## config.mk

```make
export PLATFORM = sky130hd
export DESIGN_NAME = cssu_sync_startup
export DESIGN_NICKNAME = d
export VERILOG_FILES = /design/src/hw/cssu_pkg.sv /design/src/hw/cssu_sync_startup.sv
export SDC_FILE = /design/constraint.sdc
export NUM_CORES = 1
export LEC_CHECK = 0
export BUFFER_PORTS_ARGS = -buffer_cell sky130_fd_sc_hd__buf_2
export CAP_MARGIN = 20
export CORE_ASPECT_RATIO = 0.5
export CORE_MARGIN = 1
export CORE_UTILIZATION = 27
export DETAILED_ROUTE_END_ITERATION = 8
export GPL_ROUTABILITY_DRIVEN = 0
export SYNTH_ARGS = -nofsm -noshare
export SYNTH_HDL_FRONTEND = slang
export SYNTH_SLANG_ARGS = --single-unit
```

## constraint.sdc

```tcl
create_clock -name clk -period 1.7 [get_ports clk]
set_input_delay 0.17 -clock clk [delete_from_list [all_inputs] [get_ports clk]]
set_output_delay 0.17 -clock clk [all_outputs]
set_load 0.05 [all_outputs]
```

## src/hw/cssu_pkg.sv

```systemverilog
package cssu_pkg;
  // ==========================================
  // register map, byte addresses
  localparam logic [7:0] ADDR_CTRL0 = 8'h00;
  localparam logic [7:0] ADDR_CTRL18 = 8'h04;
  localparam logic [7:0] ADDR_CTRL19 = 8'h08;
  localparam logic [7:0] ADDR_STATUS = 8'h0C;
  localparam logic [7:0] ADDR_IRQ_STAT = 8'h10;
  localparam logic [7:0] ADDR_IRQ_MASK = 8'h14;
  // ==========================================
  // field positions
  localparam int BIT_IN_PTR_EN = 5;
  localparam int BIT_OUT_PTR_EN = 4;
  localparam int BIT_DIV_EN = 1;
  localparam int BIT_SRC_SEL = 1;
  localparam int IRQ_W = 5;
  localparam int EV_IN_PTR = 0;
  localparam int EV_OUT_PTR = 1;
  localparam int EV_DIV = 2;
  localparam int EV_FAULT = 3;
  localparam int EV_EARLY_TX = 4;
  localparam logic [31:0] CTRL0_RST = 32'h0000_0000;
  localparam logic [31:0] CTRL18_RST = 32'h0000_0000;
  localparam logic [31:0] CTRL19_RST = 32'h0000_0000;
  localparam logic [IRQ_W-1:0] IRQ_MASK_RST = 5'h00;
  localparam logic [1:0] RESP_OKAY = 2'h0;
  localparam logic [1:0] RESP_SLVERR = 2'h2;
  // ==========================================
  // timing
  localparam int CLK_PERIOD_NS = 40;
  localparam int RESET_MIN_NS = 25;
  localparam int RESET_MIN_CYC_RAW = (RESET_MIN_NS + CLK_PERIOD_NS - 1) / CLK_PERIOD_NS;
  localparam int RESET_MIN_CYC = (RESET_MIN_CYC_RAW < 1) ? 1 : RESET_MIN_CYC_RAW;
  // ==========================================
  // sequence states
  typedef enum logic [3:0] {
    ST_IDLE = 4'b0001,
    ST_ARMED = 4'b0010,
    ST_SYNCED = 4'b0100,
    ST_TX = 4'b1000
  } cssu_state_type;
  // ==========================================
  // bus carriers
  typedef struct packed {
    logic awvalid;
    logic [7:0] awaddr;
    logic wvalid;
    logic [31:0] wdata;
    logic [3:0] wstrb;
    logic bready;
    logic arvalid;
    logic [7:0] araddr;
    logic rready;
  } cssu_axi_req_type;
  typedef struct packed {
    logic awready;
    logic wready;
    logic bvalid;
    logic [1:0] bresp;
    logic arready;
    logic rvalid;
    logic [31:0] rdata;
    logic [1:0] rresp;
  } cssu_axi_rsp_type;
endpackage

```

## src/hw/cssu_sync_startup.sv

```systemverilog
// The AXI4-Lite register port and the register offsets were decided locally.
`timescale 1ns/1ns
// What this block does
// - control word zero bit 5 lets frame pulses reset the input pointer
// - control word zero bit 4 lets the output pointer be synchronised
// - control word nineteen bit 1 picks output pointer and divider source
// - control word eighteen bit 1 set lets sync pulses reach the divider
// - single source mode passes the input pointer reset on to the output pointer three cycles later
module cssu_sync_startup (
  // clock and reset
  input wire logic clk,
  input wire logic rstn,
  // register bus
  input wire cssu_pkg::cssu_axi_req_type axi_req,
  output cssu_pkg::cssu_axi_rsp_type axi_rsp,
  // pins from the host
  input wire logic transmit_gate_pin,
  input wire logic active_low_reset_pin,
  input wire logic frame_sync_pair,
  input wire logic output_strobe_sync_pair,
  input wire logic clock_lost_flag,
  input wire logic collision_alarm_flag,
  // to the datapath
  output logic in_ptr_reset,
  output logic out_ptr_reset,
  output logic divider_sync,
  output logic transmit_active,
  output logic irq
);
  import cssu_pkg::*;

  // ==========================================
  // pin synchronisers
  logic [1:0] gate_s, rpin_s, frm_s, str_s, lost_s, alm_s;
  logic frm_q, str_q;
  always_ff @(posedge clk) begin
    gate_s <= {gate_s[0], transmit_gate_pin};
    rpin_s <= {rpin_s[0], active_low_reset_pin};
    frm_s <= {frm_s[0], frame_sync_pair};
    str_s <= {str_s[0], output_strobe_sync_pair};
    lost_s <= {lost_s[0], clock_lost_flag};
    alm_s <= {alm_s[0], collision_alarm_flag};
    frm_q <= frm_s[1];
    str_q <= str_s[1];
  end
  logic frame_rise, strobe_rise, fault;
  assign frame_rise = frm_s[1] & ~frm_q;
  assign strobe_rise = str_s[1] & ~str_q;
  assign fault = lost_s[1] | alm_s[1];

  // ==========================================
  // device reset from the pin, low time qualified
  logic [3:0] rlow_reg, rlow_next;
  logic dev_rst;
  always_comb begin
    rlow_next = rpin_s[1] ? 4'h0 : ((rlow_reg == 4'hF) ? rlow_reg : rlow_reg + 4'h1);
  end
  always_ff @(posedge clk) begin
    if (!rstn) begin
      rlow_reg <= 4'h0;
    end else begin
      rlow_reg <= rlow_next;
    end
  end
  assign dev_rst = !rstn || (rlow_reg >= 4'(RESET_MIN_CYC));

  // ==========================================
  // register file and bus slave
  logic [31:0] ctrl0_reg, ctrl0_next, ctrl18_reg, ctrl18_next, ctrl19_reg, ctrl19_next;
  logic [IRQ_W-1:0] stat_reg, stat_next, mask_reg, mask_next, events;
  logic aw_got_reg, aw_got_next, w_got_reg, w_got_next, bvalid_reg, bvalid_next;
  logic rvalid_reg, rvalid_next;
  logic [7:0] awaddr_reg, awaddr_next;
  logic [31:0] wdata_reg, wdata_next, rdata_reg, rdata_next;
  logic [1:0] bresp_reg, bresp_next, rresp_reg, rresp_next;
  cssu_state_type state_reg, state_next;
  logic en_in, en_out, en_div, sel_dual;
  assign en_in = ctrl0_reg[BIT_IN_PTR_EN];
  assign en_out = ctrl0_reg[BIT_OUT_PTR_EN];
  assign en_div = ctrl18_reg[BIT_DIV_EN];
  assign sel_dual = ctrl19_reg[BIT_SRC_SEL];

  always_comb begin
    aw_got_next = aw_got_reg;
    w_got_next = w_got_reg;
    awaddr_next = awaddr_reg;
    wdata_next = wdata_reg;
    bvalid_next = bvalid_reg;
    bresp_next = bresp_reg;
    rvalid_next = rvalid_reg;
    rdata_next = rdata_reg;
    rresp_next = rresp_reg;
    ctrl0_next = ctrl0_reg;
    ctrl18_next = ctrl18_reg;
    ctrl19_next = ctrl19_reg;
    mask_next = mask_reg;
    stat_next = stat_reg;
    if (axi_req.awvalid && axi_rsp.awready) begin
      aw_got_next = 1'b1;
      awaddr_next = axi_req.awaddr;
    end
    if (axi_req.wvalid && axi_rsp.wready) begin
      w_got_next = 1'b1;
      wdata_next = axi_req.wdata;
    end
    if (bvalid_reg && axi_req.bready) begin
      bvalid_next = 1'b0;
    end
    if (aw_got_reg && w_got_reg) begin
      aw_got_next = 1'b0;
      w_got_next = 1'b0;
      bvalid_next = 1'b1;
      bresp_next = RESP_OKAY;
      case (awaddr_reg)
        ADDR_CTRL0: ctrl0_next = wdata_reg;
        ADDR_CTRL18: ctrl18_next = wdata_reg;
        ADDR_CTRL19: ctrl19_next = wdata_reg;
        ADDR_IRQ_MASK: mask_next = wdata_reg[IRQ_W-1:0];
        ADDR_IRQ_STAT: stat_next = stat_reg & ~wdata_reg[IRQ_W-1:0];
        ADDR_STATUS: bresp_next = RESP_OKAY;
        default: bresp_next = RESP_SLVERR;
      endcase
    end
    // set wins over a clear in the same cycle
    stat_next = stat_next | events;
    if (rvalid_reg && axi_req.rready) begin
      rvalid_next = 1'b0;
    end
    if (axi_req.arvalid && axi_rsp.arready) begin
      rvalid_next = 1'b1;
      rresp_next = RESP_OKAY;
      case (axi_req.araddr)
        ADDR_CTRL0: rdata_next = ctrl0_reg;
        ADDR_CTRL18: rdata_next = ctrl18_reg;
        ADDR_CTRL19: rdata_next = ctrl19_reg;
        ADDR_STATUS: rdata_next = {27'h000_0000, transmit_active, state_reg};
        ADDR_IRQ_STAT: rdata_next = {27'h000_0000, stat_reg};
        ADDR_IRQ_MASK: rdata_next = {27'h000_0000, mask_reg};
        default: begin
          rdata_next = 32'h0000_0000;
          rresp_next = RESP_SLVERR;
        end
      endcase
    end
  end

  always_ff @(posedge clk) begin
    if (!rstn) begin
      aw_got_reg <= 1'b0;
      w_got_reg <= 1'b0;
      awaddr_reg <= 8'h00;
      wdata_reg <= 32'h0000_0000;
      bvalid_reg <= 1'b0;
      bresp_reg <= RESP_OKAY;
      rvalid_reg <= 1'b0;
      rdata_reg <= 32'h0000_0000;
      rresp_reg <= RESP_OKAY;
      stat_reg <= 5'h00;
      mask_reg <= IRQ_MASK_RST;
    end else begin
      aw_got_reg <= aw_got_next;
      w_got_reg <= w_got_next;
      awaddr_reg <= awaddr_next;
      wdata_reg <= wdata_next;
      bvalid_reg <= bvalid_next;
      bresp_reg <= bresp_next;
      rvalid_reg <= rvalid_next;
      rdata_reg <= rdata_next;
      rresp_reg <= rresp_next;
      stat_reg <= stat_next;
      mask_reg <= mask_next;
    end
  end
  // control words also return to defaults on a qualified pin reset
  always_ff @(posedge clk) begin
    if (dev_rst) begin
      ctrl0_reg <= CTRL0_RST;
      ctrl18_reg <= CTRL18_RST;
      ctrl19_reg <= CTRL19_RST;
    end else begin
      ctrl0_reg <= ctrl0_next;
      ctrl18_reg <= ctrl18_next;
      ctrl19_reg <= ctrl19_next;
    end
  end

  assign axi_rsp.awready = !aw_got_reg && !bvalid_reg;
  assign axi_rsp.wready = !w_got_reg && !bvalid_reg;
  assign axi_rsp.bvalid = bvalid_reg;
  assign axi_rsp.bresp = bresp_reg;
  assign axi_rsp.arready = !rvalid_reg;
  assign axi_rsp.rvalid = rvalid_reg;
  assign axi_rsp.rdata = rdata_reg;
  assign axi_rsp.rresp = rresp_reg;

  // ==========================================
  // pointer and divider sync
  logic in_rst_reg, in_rst_next, hand1_reg, hand2_reg, out_rst_reg, out_rst_next;
  logic div_reg, div_next, src_rise;
  always_comb begin
    src_rise = sel_dual ? strobe_rise : frame_rise;
    in_rst_next = frame_rise && en_in;
    out_rst_next = en_out && (sel_dual ? strobe_rise : hand2_reg);
    div_next = en_div && src_rise;
  end
  always_ff @(posedge clk) begin
    if (dev_rst) begin
      in_rst_reg <= 1'b0;
      hand1_reg <= 1'b0;
      hand2_reg <= 1'b0;
      out_rst_reg <= 1'b0;
      div_reg <= 1'b0;
    end else begin
      in_rst_reg <= in_rst_next;
      hand1_reg <= in_rst_reg;
      hand2_reg <= hand1_reg;
      out_rst_reg <= out_rst_next;
      div_reg <= div_next;
    end
  end
  assign in_ptr_reset = in_rst_reg;
  assign out_ptr_reset = out_rst_reg;
  assign divider_sync = div_reg;

  // ==========================================
  // start-up sequence
  always_comb begin
    state_next = state_reg;
    case (state_reg)
      ST_IDLE: if (en_in || en_out || en_div) state_next = ST_ARMED;
      ST_ARMED: if (out_rst_reg) state_next = ST_SYNCED;
      ST_SYNCED: if (gate_s[1]) state_next = ST_TX;
      ST_TX: if (!gate_s[1]) state_next = ST_SYNCED;
      default: state_next = ST_IDLE;
    endcase
    if (fault) state_next = ST_IDLE;
  end
  always_ff @(posedge clk) begin
    if (dev_rst) begin
      state_reg <= ST_IDLE;
    end else begin
      state_reg <= state_next;
    end
  end
  assign transmit_active = (state_reg == ST_TX);
  assign events = {gate_s[1] && (state_reg == ST_IDLE || state_reg == ST_ARMED),
                   fault, div_reg, out_rst_reg, in_rst_reg};
  assign irq = |(stat_reg & mask_reg);

  // ==========================================
  // checks
  property p_in_ptr;
    @(posedge clk) disable iff (dev_rst) frame_rise && en_in |=> in_ptr_reset;
  endproperty
  a_in_ptr: assert property (p_in_ptr) else $error("input pointer reset missing");
  property p_in_off;
    @(posedge clk) disable iff (dev_rst) in_ptr_reset |-> $past(en_in) && $past(frame_rise);
  endproperty
  a_in_off: assert property (p_in_off) else $error("input pointer reset without cause");
  property p_handoff;
    @(posedge clk) disable iff (dev_rst)
      (in_ptr_reset && !sel_dual && en_out) ##3 (!sel_dual && en_out) |-> out_ptr_reset;
  endproperty
  a_handoff: assert property (p_handoff) else $error("handoff not three cycles");
  property p_dual_out;
    @(posedge clk) disable iff (dev_rst) strobe_rise && sel_dual && en_out |=> out_ptr_reset;
  endproperty
  a_dual_out: assert property (p_dual_out) else $error("strobe did not sync output pointer");
  property p_out_gate;
    @(posedge clk) disable iff (dev_rst) !en_out |=> !out_ptr_reset;
  endproperty
  a_out_gate: assert property (p_out_gate) else $error("output pointer synced while disabled");
  property p_div_src;
    @(posedge clk) disable iff (dev_rst)
      divider_sync |-> $past(en_div) && ($past(sel_dual) ? $past(strobe_rise) : $past(frame_rise));
  endproperty
  a_div_src: assert property (p_div_src) else $error("divider sync from wrong source");
  property p_div_on;
    @(posedge clk) disable iff (dev_rst) en_div && src_rise |=> divider_sync;
  endproperty
  a_div_on: assert property (p_div_on) else $error("divider sync dropped");
  property p_tx_start;
    @(posedge clk) disable iff (dev_rst) $rose(transmit_active) |-> $past(state_reg == ST_SYNCED);
  endproperty
  a_tx_start: assert property (p_tx_start) else $error("transmit before sync");
  property p_fault;
    @(posedge clk) disable iff (dev_rst) fault |=> !transmit_active ##1 stat_reg[EV_FAULT];
  endproperty
  a_fault: assert property (p_fault) else $error("fault not handled");
  c_single: cover property (@(posedge clk) disable iff (dev_rst) !sel_dual && out_ptr_reset);
  c_dual: cover property (@(posedge clk) disable iff (dev_rst) sel_dual && divider_sync);
  c_tx: cover property (@(posedge clk) disable iff (dev_rst) $rose(transmit_active));
endmodule // cssu_sync_startup

```

-- Yosys cells after proc, flatten, opt, wreduce, memory -nomap -nowiden
Cells that the tools add are included.
- output and inout bits: 46
- bits in registers: 213
- input port bits: 65
- logic and storage cells: 112
- bitwise operators: 10
- add/subtract/negate cells: 1
- multiplexer cells: 16
- reduce and logical (&&, ||, !) cells: 36
- eq/ne operators: 19
- order comparisons: 1
- operators by type and width (cell ; number):
    case mux 32 bit (6 select lines) ; 1
    equality test 8 x 4 -> 1 bit (second input constant) ; 4
    equality test 8 x 5 -> 1 bit (second input constant) ; 4
    equality test 8 x 3 -> 1 bit (second input constant) ; 2
    logical NOT 8 bit ; 2
    two-way mux 4 bit ; 4
    case mux 4 bit (4 select lines) ; 1
    logical AND 1 bit ; 12
    OR reduction 6 bit ; 2
    bitwise AND 5 bit ; 2
    two-way mux 5 bit ; 2
    equality test 4 bit (second input constant) ; 2
    != test 2 bit (second input constant) ; 4
    AND reduction 2 bit ; 4
    two-way mux 1 bit ; 6
    OR reduction 2 bit ; 3
    logical NOT 1 bit ; 5
    NOT 5 bit ; 1
    OR 5 bit ; 1
    OR reduction 5 bit ; 1
    adder 4 x 1 -> 4 bit (second input constant) ; 1
    equality test 4 x 1 -> 1 bit (second input constant) ; 1
    equality test 4 x 2 -> 1 bit (second input constant) ; 1
    equality test 4 x 3 -> 1 bit (second input constant) ; 1
    other kinds (8) ; 16

-- Depth between registers and ports, before layout
Gate-level depths: netlist (run 1).
- word-level depth: 5
- mapped depth: 7
- gate-level depth less buffers: 6

-- Worst setup path before layout (run 1)
OpenSTA, ideal clock, no wires.
- kind: reg-to-reg
- start: register state_reg[3]
- end: register rdata_reg[4]
- clock period less this slack: 2.092 ns
- path buffers: 1
- library setup time: 0.074 ns
- arrival time: 2.017 ns
- stages on the path, launching flop included: 6
- setup slack: -0.392 ns
- cells stage by stage: dfxtp_1 -> clkbuf_1 -> nor4b_2 -> mux2i_1 -> a2bb2oi_1 -> o21ai_0
- cells in the longest elaborated chain, start to end: 2
- RTL lines (what ; line ; source):
    start: declaration ; cssu_sync_startup.sv:76 ; cssu_state_type state_reg, state_next;
    start signal: assignment ; cssu_sync_startup.sv:242 ; state_reg <= state_next;
    equality test 4 bit ; cssu_sync_startup.sv:245 ; assign transmit_active = (state_reg == ST_TX);
    named net transmit_active ; cssu_sync_startup.sv:27 ; output logic transmit_active,
    case mux 32 bit (6 select lines) ; cssu_sync_startup.sv:132 ; case (axi_req.araddr)
    end signal: assignment ; cssu_sync_startup.sv:168 ; rdata_reg <= rdata_next;
    end: declaration ; cssu_sync_startup.sv:74 ; logic [31:0] wdata_reg, wdata_next, rdata_reg, rdata_next;
The timed path passes the listed nets, and every way through them passes these cells.
A chain may end at the register's enable or synchronous reset.

-- Final worst setup path (run 1)
- start: register stat_reg[3]
- end: output port irq
- cells in the longest elaborated chain, start to end: 2
- RTL lines (what ; line ; source):
    start: declaration ; cssu_sync_startup.sv:70 ; logic [IRQ_W-1:0] stat_reg, stat_next, mask_reg, mask_next, events;
    start signal: assignment ; cssu_sync_startup.sv:170 ; stat_reg <= stat_next;
    bitwise AND 5 bit ; cssu_sync_startup.sv:248 ; assign irq = |(stat_reg & mask_reg);
    OR reduction 5 bit ; cssu_sync_startup.sv:248 ;
    end: declaration ; cssu_sync_startup.sv:28 ; output logic irq
Every way passes these cells.

==> flow_summary.ini, run 1 <==
[run_status]
outcome = complete, but fails checks
violations = design-rule violations

[worst_setup_path]
cp-start-kind = flip-flop
ff2ff_setup_slack_ns = 0.08
max_stage_delay_ns = 0.34
critical_path.slowest_cell = dfxtp_2
path_cells = a222oi_1 > nand2_1 > buf_6
end_kind = primary output
critPathRequiredTime_ns = 1.53
worstSetupPathType = reg -> out
crit_fanout = 3
cp_top_family = flip-flops
crit_buf_inv = 1
arrival_ns = 1.50

[placed_design]
dpl_worst_slack_ns = -0.03904
dp.cells = 1418
io_buffers = 104
hpwl_um = 14040

[clock_network]
cts_sinks = 211
cts_tree = done
clockRootBuffer = clkbuf_16
clk_pin_slew_ns = 0.06
htree_levels = 1
clock_latency_ns = 0.50
cts_inserted_buffers = 23
clockBufferDepth = 3

[timing]
fmax_ghz = 0.5993
skew_ns = 0.01195
layout_setup_ws_ns = 0.03140
drv_slew = 0
hold_slack_ns = 0.0002791
final-hold-violation-count = 0
period_minus_slack_ns = 1.669
rsz0062_at_grt = yes
setup_viol = 0
period_share_pct = 98.15

[logic_synthesis]
netlist.area_leader.share_pct = 51.94
ys_warn_count = 0
ys_types = 45
syn_avg_cell_area_sq_um = 8.481
synthTopCellsByCount = 262 x nand2_1, 211 x dfxtp_1, 101 x a21oi_1
synth_edf_count = 0
synth_top_flop_cell = dfxtp_1
synthMostInstantiatedCell = nand2_1
netlist_instances = 959
netlist_top_cells_area = dfxtp_1 52%, nand2_1 12%, a21oi_1 6.2%, o21ai_0 5.4%, mux2i_1 4.2%
syn_area_sq_um = 8133
synth_top_area_cell = dfxtp_1
async_flop_share_pct = 0
ys_seq_elements = 211
ys_seq_area_share_pct = 51.94

[global_routing]
first_global_vias = 7059
grtUsageTotal_pct = 14.99
grt_pass1_wl_um = 37050
gr-total-overflow = 0
grt_max_degree = 65
antenna_found_initial = 1

[die]
die-area_sq_um = 30860
row_count = 44
placeableCoreArea_sq_um = 29290
ios = 111
start_util_pct = 27.77
chipHeight_um = 124.7
dieWidth_um = 247.4

[pwr]
irDropWorstVdd_mv = 0.6695
p_per_area_nw_per_um2 = 1034
leakage_uw = 0.004016

[final_layout]
fin_cells = 1513
nets = 1174
final_layout_size_suffix_gt1_share_pct = 18.82
area_delta_synth_final_pct = 31.46
finish.utilization_pct = 36.50
fillerInstances = 2966

[detailed_routing]
drt_iter0_markers = 479
antenna_left = 0
route.detailed.drc = 1
wirelength_um = 23010
dr.pass1.iters = 7
routedWlPerCell_um = 15.21
viasPerCell = 4.687
vias = 7092

[min_path]
worst_hold_path_type = in -> reg

[flow_run]
drv_cap = 0
## final timing paths
check / start / endpoint / cells after the start
hold / removal: axi_req[33] / wdata_reg[18] / 3
hold reg to reg: gate_s[0] / gate_s[1] / 0
setup reg to reg: rlow_reg[1] / state_reg[2] / 7
setup / recovery: stat_reg[3] / irq / 3
## cell families (layout without fill, tap and decap cells)
| kind of cell | count (synthesis) | after routing | share of synthesized area [%] |
|---|---|---|---|
| simple gates | 382 | 382 | 20.82 |
| mux | 39 | 39 | 5.569 |
| compound gates | 234 | 234 | 16.14 |
| other cells | 1 | 3 | 0.04611 |
| flops | 211 | 211 | 51.94 |
| xor+xnor | 3 | 3 | 0.3231 |
| fa+ha+maj | 3 | 3 | 0.4616 |
| buf+inv | 86 | 247 | 4.708 |
## routing by layer
metal | up-vias | GRT usage, % | wire, um
li1 | 3558 | - | -
met1 | 3377 | 18.85 | 10300
met2 | 127 | 26.85 | 11450
met3 | 30 | 2.047 | 829
met4 | 0 | 3.464 | 437
met5 | - | 0 | 0
## placed cells by master (no fill, tap or decap), types with 8 or more instances in the layout
cell,count
buf_2,102
dfxtp_1,206
clkbuf_8,8
o21ai_1,21
o21ai_0,68
inv_1,9
clkbuf_16,24
nor2_1,17
nand3_1,55
nand2b_1,8
nand2_1,261
buf_4,25
a21oi_1,101
mux2i_1,34
dlygate4sd3_1,48
buf_12,15
a2bb2oi_1,28
## power by group
group,internal (uW),switching [uW]
sequential,5050,88.7
clock,3120,1900
combinational,382,519
## final cells by class
cell class / instances / area [sq um] / area share, %
clock inverter: 6 / 80.08 / 0.7490
sequential: 211 / 4230 / 39.57
antenna: 1 / 2.502 / 0.02341
clock buffer: 34 / 696.9 / 6.518
timing repair buffer: 196 / 1593 / 14.90
tap: 391 / 489.2 / 4.576
multi-input combinational: 663 / 3558 / 33.28
inverter: 11 / 41.29 / 0.3862
## through the flow
step | area, sq um | setup TNS [ns] | total power [uW]
after CTS | 10680 | -0.04991 | 11150
after detailed placement | 9308 | -0.1472 | 5997
after global placement | 9308 | 0 | 5982
after floorplan | 8150 | -0.02333 | 5666
final | 10690 | 0 | 11060
after global routing | 10690 | -0.02150 | 11460
## worst reg2reg max path, delay by kind of cell, from the launching register on
family                   cells  cell delay, ns
buffers and inverters        3            0.37
flip-flops                   1            0.34
AND/OR/NAND/NOR              3            0.64
adder cells (fa/ha/maj)      1            0.17
## what timing repair did
| item | CTS | global route |
|---|---|---|
| setup buffers | 3 | 2 |
| endpoints found under the hold margin | 47 | 0 |
| hold buffers | 48 | 0 |
| resized for setup | 10 | 27 |
| pin swaps | 3 | 5 |
| gates cloned | 2 | 1 |
| endpoints found under the setup margin | 23 | 80 |
(Power assumes the default switching activity.)
==> run 2, diff against run 1 <==
--- a/config.mk
+++ b/config.mk
@@ -12,6 +12,7 @@
 export CORE_UTILIZATION = 27
 export DETAILED_ROUTE_END_ITERATION = 8
 export GPL_ROUTABILITY_DRIVEN = 0
+export HOLD_SLACK_MARGIN = 0.12
 export SYNTH_ARGS = -nofsm -noshare
 export SYNTH_HDL_FRONTEND = slang
 export SYNTH_SLANG_ARGS = --single-unit
==> run 2 against run 1 <==
  * Largest cell class unchanged
  * Global-route usage about the same
  * Non-clock buffer count grew 4
  * The flow still finishes with violations (design-rule violations)
  * Core utilization increased by 0.14 points
  * Cell area is 0.37% higher
  * Power about the same
  * Critical endpoint unchanged
==> flow_summary.ini, run 2 (synthesis gave the netlist of run 1 again) <==
[clock_network]
clockBufferDepth = 3
clock_latency_ns = 0.50
clockRootBuffer = clkbuf_16
cts_inserted_buffers = 23
cts_tree = done
htree_levels = 1
clk_pin_slew_ns = 0.06
cts_sinks = 211

[final_layout]
area_delta_synth_final_pct = 31.95
fillerInstances = 2963
layout_commonest_cell = nand2_1
final_layout_size_suffix_gt1_share_pct = 18.76
fin_cells = 1517
layout_common_cells = 261 x nand2_1, 206 x dfxtp_1, 102 x buf_2
nets = 1178

[die]
die-area_sq_um = 30860
start_util_pct = 27.77
chipHeight_um = 124.7
placeableCoreArea_sq_um = 29290
ios = 111
dieWidth_um = 247.4
row_count = 44

[timing]
period_share_pct = 98.11
rsz0062_at_grt = yes
period_minus_slack_ns = 1.668
fmax_ghz = 0.5996
setup_viol = 0
hold_slack_ns = 0.1733
skew_ns = 0.01195
final-hold-violation-count = 0
drv_slew = 0

[min_path]
worstHoldStart = axi_req[56]
whs_path_depth = 3
hold_end = aw_got_reg
worst_hold_path_type = in -> reg

[detailed_routing]
route.detailed.drc = 1
drt_iter0_markers = 489
vias = 7111
viasPerCell = 4.688
antenna_left = 0
wirelength_um = 23140
routedWlPerCell_um = 15.26
dr.pass1.iters = 7

[pwr]
p_sw_share_pct = 22.69
power_frac_seq_pct = 46.4
internal_power_uw = 8553
p_per_area_nw_per_um2 = 1031
p_clk_share_pct = 45.4
leakage_uw = 0.004030
combPwrFrac_pct = 8.2
irDropWorstVdd_mv = 0.6698
switchingPower_uw = 2510

[global_routing]
gr-total-overflow = 0
grt_max_degree = 65
antenna_found_initial = 1
first_global_vias = 7077
grtUsageTotal_pct = 15.03
grt_pass1_wl_um = 37170

[worst_setup_path]
ff2ff_setup_slack_ns = 0.06
critPathRequiredTime_ns = 1.53
r2r_start = rlow_reg[1]
worstSetupPathType = reg -> out
arrival_ns = 1.50
cp-start-kind = flip-flop
r2r_cells = 7
reg2reg_to = state_reg[2]
crit_fanout = 3
end_kind = primary output

[placed_design]
hpwl_um = 14040
io_buffers = 104
dp.cells = 1418

[run_status]
violations = design-rule violations
outcome = complete, but fails checks

[flow_run]
drv_cap = 0
==> run 2: layer usage <==
layer	vias up	track usage, %	share of wire, %
li1	3569	-	-
met1	3375	18.88	44
met2	137	26.98	50
met3	30	2.047	3.8
met4	0	3.464	1.9
met5	-	0	0
==> run 2: cell type report <==
class / count / area (sq um) / area share [%]
repair buffers: 200 / 1633 / 15.22
well taps: 391 / 489.2 / 4.559
inverters: 11 / 41.29 / 0.3848
multi-input cells: 663 / 3558 / 33.16
flip-flops and latches: 211 / 4230 / 39.42
clock buffers: 34 / 696.9 / 6.494
clock inverters: 6 / 80.08 / 0.7462
diodes: 1 / 2.502 / 0.02332
==> run 2: worst max-delay path, stage by stage (launching register included) <==
cell      delay, ns
dfxtp_2        0.34
a222oi_1       0.32
nand2_1        0.16
buf_6          0.18
==> run 2: worst max-delay path by stage <==
stage	slack, ns	cells after the start	end	start
6_report	0.03	3	irq	stat_reg[3]
5_1_grt	-0.009	8	ctrl0_reg[3]	rlow_reg[1]
4_1_cts	-0.05	3	transmit_active	state_reg[0]
3_5_place_dp	-0.04	5	in_ptr_reset	rlow_reg[1]
3_3_place_gp	0.001	5	in_ptr_reset	rlow_reg[1]
2_1_floorplan	-0.02	5	rdata_reg[4]	state_reg[3]
==> run 2: power by group through the flow <==
| stage | logic (uW) | registers (uW) | clock network, uW |
|---|---|---|---|
| floorplan | 434 | 5230 | 0 |
| global placement | 744 | 5240 | 0 |
| detailed placement | 755 | 5240 | 0 |
| CTS | 909 | 5130 | 5110 |
| global route | 984 | 5150 | 5330 |
| finish | 908 | 5140 | 5020 |
==> run 2: what timing repair did <==
item | 4_1_cts | 5_1_grt
pin swaps | 3 | 5
endpoints found under the hold margin | 54 | 0
hold buffers | 52 | 0
buffers inserted | 3 | 2
setup endpoints to repair | 23 | 80
gates resized for setup | 10 | 27
cloned | 2 | 1
==> run 2: through the flow <==
stage	util, %	instance area [sq um]	setup slack (ns)	total power [uW]	TNS (ns)
floorplan	-	8150	-0.02333	5666	-0.02333
global placement	31.78	9308	0.001137	5982	0
detailed placement	31.78	9308	-0.03904	5997	-0.1472
CTS	36.59	10720	-0.04725	11150	-0.04993
global route	36.64	10730	-0.009105	11460	-0.02150
finish	36.64	10730	0.03208	11060	0
